### config.mk
export PLATFORM = sky130hd
export DESIGN_NAME = bprep_core
export DESIGN_NICKNAME = d
export VERILOG_FILES = /design/src/core/bprep_pkg.sv /design/src/core/bprep_fifo.sv /design/src/core/bprep_core.sv
export SDC_FILE = /design/constraint.sdc
export NUM_CORES = 1
export LEC_CHECK = 0
export BUFFER_PORTS_ARGS = -buffer_cell sky130_fd_sc_hd__clkbuf_2
export CORE_UTILIZATION = 45
export DETAILED_ROUTE_END_ITERATION = 16
export GPL_TIMING_DRIVEN = 0
export PLACE_DENSITY_LB_ADDON = 0.2
export SLEW_MARGIN = 20
export SYNTH_ARGS = -nofsm -noshare
export SYNTH_HDL_FRONTEND = slang
export SYNTH_HIERARCHICAL = 1
export SYNTH_SLANG_ARGS = --single-unit
### constraint.sdc
create_clock -name clk_sys_i -period 13.3 [get_ports clk_sys_i]
set_input_delay 1.995 -clock clk_sys_i [delete_from_list [all_inputs] [get_ports clk_sys_i]]
set_output_delay 1.995 -clock clk_sys_i [all_outputs]
set_load 0.01 [all_outputs]
### src/core/bprep_pkg.sv
package bprep_pkg;
  // Clock rate and cycle derivation.
  localparam int unsigned CLK_HZ = 40000000;
  localparam int unsigned MS_PER_S = 1000;
  localparam int unsigned CYC_PER_MS = CLK_HZ / MS_PER_S;
  // Reporting period limits in milliseconds.
  localparam int unsigned PERIOD_MIN_MS = 50;
  localparam int unsigned PERIOD_MAX_MS = 600;
  localparam int unsigned PERIOD_DEF_MS = 100;
  // Minimum time above the receive threshold before detection, in microseconds.
  localparam int unsigned MIN_DETECT_US = 500;
  localparam int unsigned US_PER_MS = 1000;
  localparam int unsigned MIN_DETECT_CYC = (MIN_DETECT_US * CYC_PER_MS + US_PER_MS - 1) / US_PER_MS;
  // Millisecond tick divider width.
  localparam int unsigned MS_DIV_W = 16;
  localparam logic [15:0] MS_DIV_LAST = 16'(CYC_PER_MS - 1);
  localparam int unsigned PERIOD_W = 10;
  localparam int unsigned DET_W = 16;
  // Telegram and position widths.
  localparam int unsigned TGM_W = 32;
  localparam int unsigned POS_W = 32;
  localparam int unsigned FIFO_DEPTH = 8;
  // Report kinds.
  typedef enum logic [1:0] {
    BPREP_KIND_TGM = 2'h0,
    BPREP_KIND_DET_ONLY = 2'h1,
    BPREP_KIND_PRELIM = 2'h2
  } bprep_kind_t;
endpackage

### src/core/bprep_fifo.sv
`timescale 1ns/10ps
module bprep_fifo #(
  parameter int unsigned WIDTH = 8,
  parameter int unsigned DEPTH = 8
) (
  input wire logic clk_sys_i, // System clock.
  input wire logic nrst_i, // Asynchronous reset, active low.
  input wire logic in_valid_i, // Write request.
  output logic in_ready_o, // Space available.
  input wire logic [WIDTH-1:0] in_data_i, // Write data.
  output logic out_valid_o, // Data available.
  input wire logic out_ready_i, // Read accept.
  output logic [WIDTH-1:0] out_data_o // Read data.
);
  localparam int unsigned AW = $clog2(DEPTH);
  logic [WIDTH-1:0] mem_q [DEPTH];
  logic [AW-1:0] wr_q;
  logic [AW-1:0] rd_q;
  logic [AW:0] cnt_q;
  logic push;
  logic pop;

  assign in_ready_o = (cnt_q != (AW+1)'(DEPTH));
  assign out_valid_o = (cnt_q != '0);
  assign out_data_o = mem_q[rd_q];
  assign push = in_valid_i && in_ready_o;
  assign pop = out_valid_o && out_ready_i;

  always_ff @(posedge clk_sys_i) begin
    if (push) begin
      mem_q[wr_q] <= in_data_i;
    end
  end

  always_ff @(posedge clk_sys_i or negedge nrst_i) begin
    if (!nrst_i) begin
      wr_q <= '0;
      rd_q <= '0;
      cnt_q <= '0;
    end else begin
      if (push) begin
        wr_q <= (wr_q == AW'(DEPTH - 1)) ? '0 : wr_q + 1'b1;
      end
      if (pop) begin
        rd_q <= (rd_q == AW'(DEPTH - 1)) ? '0 : rd_q + 1'b1;
      end
      cnt_q <= cnt_q + (AW+1)'(push) - (AW+1)'(pop);
    end
  end
endmodule

### src/core/bprep_core.sv
`timescale 1ns/10ps
// Notes on behaviour
// - After passage, report telegram with reference position.
// - Switched telegrams: forward one with its position.
// - First valid telegram of passage is kept.
// - Detected without telegram gives detection-only report.
// - All-zero or all-one uplink counts as undecoded.
// - Slow passage may forward several telegrams.
// - Unpassed after one period: preliminary report.
// - Repeat preliminary report every period while unpassed.
// - Period configurable between 50 and 600 ms.
// - Preliminary position may come from side lobe.
// - No telegram forwarded while field below threshold.
// - Detect only after threshold held for minimum time.
module bprep_core #(
  parameter int unsigned TGM_W = bprep_pkg::TGM_W,
  parameter int unsigned POS_W = bprep_pkg::POS_W,
  parameter int unsigned DEPTH = bprep_pkg::FIFO_DEPTH,
  parameter int unsigned DET_CYC = bprep_pkg::MIN_DETECT_CYC
) (
  input wire logic clk_sys_i, // System clock, 40 MHz.
  input wire logic nrst_i, // Asynchronous reset, active low.
  input wire logic above_thr_i, // Field above receive_threshold.
  input wire logic tx_start_i, // Pulse: beacon transmission started.
  input wire logic passed_i, // Pulse: beacon passage complete.
  input wire logic tgm_valid_i, // Pulse: decoded telegram valid.
  input wire logic [TGM_W-1:0] tgm_data_i, // Decoded telegram.
  input wire logic [POS_W-1:0] tgm_pos_i, // Reference position of telegram.
  input wire logic uplink_const_i, // Uplink is constant zeros or ones.
  input wire logic [POS_W-1:0] lobe_pos_i, // Preliminary position estimate.
  input wire logic lobe_sel_i, // Use side lobe position in preliminaries.
  input wire logic multi_en_i, // Forward every switched telegram.
  input wire logic [bprep_pkg::PERIOD_W-1:0] period_ms_i, // Reporting period in ms.
  output logic det_o, // Beacon detected.
  output logic rpt_valid_o, // Report available.
  input wire logic rpt_ready_i, // Kernel accepts report.
  output logic [1:0] rpt_kind_o, // Report kind.
  output logic rpt_final_o, // High on passage-complete reports.
  output logic [TGM_W-1:0] rpt_tgm_o, // Telegram data.
  output logic [POS_W-1:0] rpt_pos_o, // Location reference.
  output logic drop_o // Pulse: report lost to a full FIFO.
);
  localparam int unsigned RW = 2 + 1 + TGM_W + POS_W;
  localparam int unsigned DET_W_L = bprep_pkg::DET_W;
  localparam logic [DET_W_L-1:0] DET_LAST = DET_W_L'(DET_CYC - 1);
  localparam int unsigned MS_DIV_W_L = bprep_pkg::MS_DIV_W;

  // ------------------------------------------------------------
  // Passage state
  // ------------------------------------------------------------
  typedef enum logic [1:0] {
    BPREP_IDLE = 2'h0,
    BPREP_ACTIVE = 2'h1,
    BPREP_FLUSH = 2'h2
  } bprep_state_t;

  bprep_state_t state_q;
  logic [DET_W_L-1:0] det_cnt_q;
  logic det_q;
  logic [MS_DIV_W_L-1:0] div_q;
  logic ms_tick;
  logic [bprep_pkg::PERIOD_W-1:0] per_cnt_q;
  logic [bprep_pkg::PERIOD_W-1:0] period_eff;
  logic have_tgm_q;
  logic [TGM_W-1:0] keep_tgm_q;
  logic [POS_W-1:0] keep_pos_q;
  logic tgm_ok;
  logic prelim_due;
  logic push_valid;
  logic push_ready;
  logic [RW-1:0] push_data;
  logic [RW-1:0] pop_data;
  logic pop_valid;
  logic pop_take;

  // ------------------------------------------------------------
  // Detection filter
  // ------------------------------------------------------------
  always_ff @(posedge clk_sys_i or negedge nrst_i) begin
    if (!nrst_i) begin
      det_cnt_q <= '0;
      det_q <= 1'b0;
    end else if (!above_thr_i) begin
      det_cnt_q <= '0;
      det_q <= 1'b0;
    end else if (det_cnt_q == DET_LAST) begin
      det_q <= 1'b1;
    end else begin
      det_cnt_q <= det_cnt_q + 1'b1;
    end
  end

  // A telegram counts only above threshold and when not constant.
  assign tgm_ok = tgm_valid_i && above_thr_i && !uplink_const_i;

  // ------------------------------------------------------------
  // Millisecond tick and reporting period
  // ------------------------------------------------------------
  assign ms_tick = (div_q == bprep_pkg::MS_DIV_LAST[MS_DIV_W_L-1:0]);

  always_ff @(posedge clk_sys_i or negedge nrst_i) begin
    if (!nrst_i) begin
      div_q <= '0;
    end else if (ms_tick || state_q != BPREP_ACTIVE) begin
      div_q <= '0;
    end else begin
      div_q <= div_q + 1'b1;
    end
  end

  // Out-of-range period requests are clamped to the supported span.
  always_comb begin
    if (period_ms_i < bprep_pkg::PERIOD_W'(bprep_pkg::PERIOD_MIN_MS)) begin
      period_eff = bprep_pkg::PERIOD_W'(bprep_pkg::PERIOD_MIN_MS);
    end else if (period_ms_i > bprep_pkg::PERIOD_W'(bprep_pkg::PERIOD_MAX_MS)) begin
      period_eff = bprep_pkg::PERIOD_W'(bprep_pkg::PERIOD_MAX_MS);
    end else begin
      period_eff = period_ms_i;
    end
  end

  assign prelim_due = (state_q == BPREP_ACTIVE) && ms_tick && !passed_i
                      && (per_cnt_q == period_eff - 1'b1);

  always_ff @(posedge clk_sys_i or negedge nrst_i) begin
    if (!nrst_i) begin
      per_cnt_q <= '0;
    end else if (state_q != BPREP_ACTIVE) begin
      per_cnt_q <= '0;
    end else if (prelim_due) begin
      per_cnt_q <= '0;
    end else if (ms_tick) begin
      per_cnt_q <= per_cnt_q + 1'b1;
    end
  end

  // ------------------------------------------------------------
  // Passage sequencing and telegram selection
  // ------------------------------------------------------------
  always_ff @(posedge clk_sys_i or negedge nrst_i) begin
    if (!nrst_i) begin
      state_q <= BPREP_IDLE;
    end else begin
      unique case (state_q)
        BPREP_IDLE: begin
          if (tx_start_i) begin
            state_q <= BPREP_ACTIVE;
          end
        end
        BPREP_ACTIVE: begin
          if (passed_i) begin
            state_q <= BPREP_FLUSH;
          end
        end
        BPREP_FLUSH: begin
          if (push_ready) begin
            state_q <= BPREP_IDLE;
          end
        end
        default: begin
          state_q <= BPREP_IDLE;
        end
      endcase
    end
  end

  always_ff @(posedge clk_sys_i or negedge nrst_i) begin
    if (!nrst_i) begin
      have_tgm_q <= 1'b0;
      keep_tgm_q <= '0;
      keep_pos_q <= '0;
    end else if (state_q == BPREP_IDLE) begin
      have_tgm_q <= 1'b0;
    end else if (state_q == BPREP_ACTIVE && tgm_ok && !have_tgm_q) begin
      have_tgm_q <= 1'b1;
      keep_tgm_q <= tgm_data_i;
      keep_pos_q <= tgm_pos_i;
    end
  end

  // ------------------------------------------------------------
  // Report assembly
  // ------------------------------------------------------------
  always_comb begin
    push_valid = 1'b0;
    push_data = {2'(bprep_pkg::BPREP_KIND_TGM), 1'b1, keep_tgm_q, keep_pos_q};
    if (state_q == BPREP_FLUSH) begin
      push_valid = have_tgm_q || det_q || tgm_ok;
      if (!have_tgm_q) begin
        push_data = {2'(bprep_pkg::BPREP_KIND_DET_ONLY), 1'b1, {TGM_W{1'b0}}, lobe_pos_i};
      end
    end else if (state_q == BPREP_ACTIVE && multi_en_i && tgm_ok && have_tgm_q) begin
      push_valid = 1'b1;
      push_data = {2'(bprep_pkg::BPREP_KIND_TGM), 1'b0, tgm_data_i, tgm_pos_i};
    end else if (prelim_due) begin
      push_valid = 1'b1;
      push_data = {2'(bprep_pkg::BPREP_KIND_PRELIM), 1'b0, keep_tgm_q,
                   lobe_sel_i ? lobe_pos_i : keep_pos_q};
    end
  end

  bprep_fifo #(
    .WIDTH(RW),
    .DEPTH(DEPTH)
  ) u_fifo (
    .clk_sys_i(clk_sys_i),
    .nrst_i(nrst_i),
    .in_valid_i(push_valid),
    .in_ready_o(push_ready),
    .in_data_i(push_data),
    .out_valid_o(pop_valid),
    .out_ready_i(pop_take),
    .out_data_o(pop_data)
  );

  // ------------------------------------------------------------
  // Output register stage
  // ------------------------------------------------------------
  assign pop_take = pop_valid && (!rpt_valid_o || rpt_ready_i);

  always_ff @(posedge clk_sys_i or negedge nrst_i) begin
    if (!nrst_i) begin
      rpt_valid_o <= 1'b0;
      rpt_kind_o <= 2'h0;
      rpt_final_o <= 1'b0;
      rpt_tgm_o <= '0;
      rpt_pos_o <= '0;
    end else if (pop_take) begin
      rpt_valid_o <= 1'b1;
      rpt_kind_o <= pop_data[RW-1 -: 2];
      rpt_final_o <= pop_data[RW-3];
      rpt_tgm_o <= pop_data[POS_W +: TGM_W];
      rpt_pos_o <= pop_data[POS_W-1:0];
    end else if (rpt_ready_i) begin
      rpt_valid_o <= 1'b0;
    end
  end

  always_ff @(posedge clk_sys_i or negedge nrst_i) begin
    if (!nrst_i) begin
      det_o <= 1'b0;
      drop_o <= 1'b0;
    end else begin
      det_o <= det_q;
      drop_o <= push_valid && !push_ready && (state_q != BPREP_FLUSH);
    end
  end
endmodule

==> flow_summary.yaml <==
critical_path:
  crit_slowest_cell: "nor3_2"
  worstSetupPathType: "in2reg"
  path_max_fanout: 9
  rr_worst_depth: 12
  path_cells: "clkbuf_2 -> nor4_2 -> and2_1 -> clkbuf_1 -> a21oi_1 -> nand2_1 -> ha_1 -> xnor2_1 -> a211oi_1 -> o221ai_1 -> a2111oi_0 -> nand4_1 -> o21ai_1 -> or2_1 -> nand2_1 -> nor3_2 -> buf_4 -> buf_4 -> buf_4 -> buf_4"
  path_common_cell: "buf_4"
  slowest_delay_ps: 740
  start_kind: "input port"
  worstSetupEndpointType: "register"
  required_ps: 13620
  cp.arrival_ps: 8010
die:
  core_sq_mm: 0.0673
  rows: 95
  start_util: 0.455
  dieHeight_um: 263
  die_width_um: 263
  dieArea_sq_mm: 0.0691
  io_pins: 186
drt:
  vias: 17400
  drc: 0
  drt-total-wl_um: 72200
  postRouteAntennaNets: 0
  drt_pass1_iterations: 5
  drt-initial-drc-count: 1246
  vias_per_cell: 5.65
  wire_per_inst_um: 23.4
pwr:
  peakVddDrop_uv: 92.6
  leakagePower_nw: 13.0
  power_density_mw_per_mm2: 200
timing:
  setup_viol: 0
  finalHoldViolations: 0
  tightest_slew_ps: 1130
  slew_headroom: 0.250
  maxClockFrequency_mhz: 130
  finalCriticalPeriod_ps: 7690
  finalClockSkew_ps: 20.8
  post-route-period-util: 0.578
  finalMaxSlewViolations: 0
  rsz0062_at_grt: "no"
layout:
  layout_common_cells: "edfxtp_1 (536), mux2_2 (204), dfrtp_1 (190)"
  area_delta_synth_final_pct: 17.7
  final_area_sq_mm: 0.0360
  layout_commonest_cell: "edfxtp_1"
  drive_above_1_share: 0.349
  utilization: 0.536
  layout.nets: 2280
clock_network:
  htreeDepth: 3
  cts_resized: 0
  cts_setup_buffers: 0
  holdBufCountCts: 0
  cts_max_path_buffers: 3
  cts.sinks: 726
  cts_tree: "yes"
  clk_transition_reported_paths_ps: 60
  clk_latency_ps: 620
  cts_inserted_buffers: 76
  clock-root-buffer: "clkbuf_16"
synthesis:
  syn-cell-area_sq_mm: 0.0306
  synth_ff_type: "edfxtp_1"
  yosysWarnings: 6
  syn-num-nets: 1947
  synth-async-reset-ratio: 0.262
  synth_cells: 1816
  syn_avg_cell_area_sq_um: 16.9
  synth_top_area_share: 0.526
  ys_top_cells_by_area: "edfxtp_1 (53%), dfrtp_1 (16%), mux4_2 (9.9%), mux2_2 (7.5%), nand2_1 (2.1%)"
  synth-seq-cells: 726
  netlist-cell-type-count: 74
  synth_top_area_cell: "edfxtp_1"
  synth-edff-count: 536
  ys_seq_area_frac: 0.681
placed_design:
  dpl_cell_area_sq_mm: 0.0335
  post-dp-hpwl_um: 49900
  placement.io_buffers: 182
  gp_congestion: 0.860
job:
  drv_cap: 0
global_routing:
  grt_use_total: 0.212
  grt_max_degree: 77
  grt_pass1_wl_um: 110000
  grt_overflow_total: 0
  grt_antenna_before_repair: 1
  grt_pass1_vias: 17900
hold_path:
  hold_path.class: "reg2reg"
  holdPathStages: 0
status:
  status: "finished clean"
[through the flow]
step / worst slack, ps / total power [mW] / hold WS (ps) / std cells / TNS [ps]
detailed placement: 5080 / 5.15 / 451 / 2944 / 0
floorplan: 1480 / 4.47 / 375 / 1816 / 0
CTS: 5670 / 7.31 / 470 / 3085 / 0
global placement: -6720 / 5.07 / 463 / 2871 / -1204680
finish: 5610 / 7.21 / 479 / 3086 / 0
global route: 5040 / 7.55 / 496 / 3085 / 0
[critical path, delay by kind of cell]
family / cells / cell delay, ps
XOR/XNOR: 1 / 140
buffers and inverters: 6 / 1410
AND/OR/NAND/NOR: 7 / 2520
AO/OA/AOI/OAI: 5 / 1660
adder cells (fa/ha/maj): 1 / 240
[cell type report]
type | instances | area (sq um)
Clock inverter | 29 | 330
Buffer | 108 | 538
Tap cell | 873 | 1090
Clock buffer | 112 | 2210
Timing Repair Buffer | 255 | 1710
Sequential cell | 726 | 20900
Inverter | 15 | 56.3
Fill cell | 5427 | 31200
Antenna cell | 1 | 2.50
Multi-Input combinational cell | 967 | 9240
[cells by family (layout without fill, tap and decap cells)]
kind of cell	Yosys count	in the layout	synth area share
adders and majority gates	16	16	0.00670
buffers and inverters	123	519	0.0194
and+or+nand+nor	375	375	0.0595
other	0	1	0
AOI/OAI and AO/OA	169	169	0.0385
xor gates and xnor gates	34	34	0.00997
muxes	373	373	0.185
DFF	726	726	0.681
[cells in the mapped netlist (3+ instances only)]
master,number
a21boi_0,5
buf_8,3
mux2_2,204
or3_1,10
nor2_1,36
o221ai_1,6
nor2b_1,9
o21a_1,4
dfrtp_1,190
nor3b_1,3
nand2b_1,10
nor3_1,49
nand4_1,8
and2_1,20
xnor2_1,17
a311o_1,32
xor2_1,16
nand3_1,19
and4_1,4
o21ai_0,42
nand2_1,170
a21o_1,3
a211oi_1,3
and3_1,9
a21oi_1,40
buf_1,9
nor4_1,7
clkbuf_1,62
buf_2,25
ha_1,14
inv_1,15
a2111oi_0,3
o21ai_1,8
nor4b_1,4
mux2i_1,35
buf_6,9
mux4_2,134
or2_2,3
edfxtp_1,536
[sequential cells by signal, indices dropped and copies added (netlist names)]
signal	cells
rpt_valid_o	1
det_q	1
u_fifo/rd_q	3
det_cnt_q	16
per_cnt_q	10
rpt_tgm_o	32
drop_o	1
div_q	16
u_fifo/mem_q	536
det_o	1
u_fifo/cnt_q	4
keep_tgm_q	32
state_q	2
rpt_final_o	1
keep_pos_q	32
u_fifo/wr_q	3
rpt_pos_o	32
have_tgm_q	1
rpt_kind_o	2
[per-layer routing]
layer	part of all wire	global-route usage	vias to the layer above	routed length (um)
li1	-	-	7779	-
met1	0.43	0.293	9080	31200
met2	0.49	0.350	487	35700
met3	0.054	0.0370	92	3870
met4	0.019	0.0534	0	1370
met5	0	0	-	0
[where the power goes]
part | switching, mW | internal, mW
Clock | 0.861 | 1.28
Sequential | 0.157 | 2.93
Combinational | 1.05 | 0.949
[final timing paths]
check	end	slack, ps	from
setup / recovery	u_fifo/mem_q[2][48]	5610	period_ms_i[9]
hold / removal	det_o	480	det_q
setup reg to reg	u_fifo/mem_q[2][48]	8030	div_q[6]
hold reg to reg	det_o	480	det_q
max in group asynchronous	per_cnt_q[0]	11150	nrst_i
min in group asynchronous	rpt_tgm_o[25]	1340	nrst_i
No activity file was read; power rests on OpenSTA's default activity.
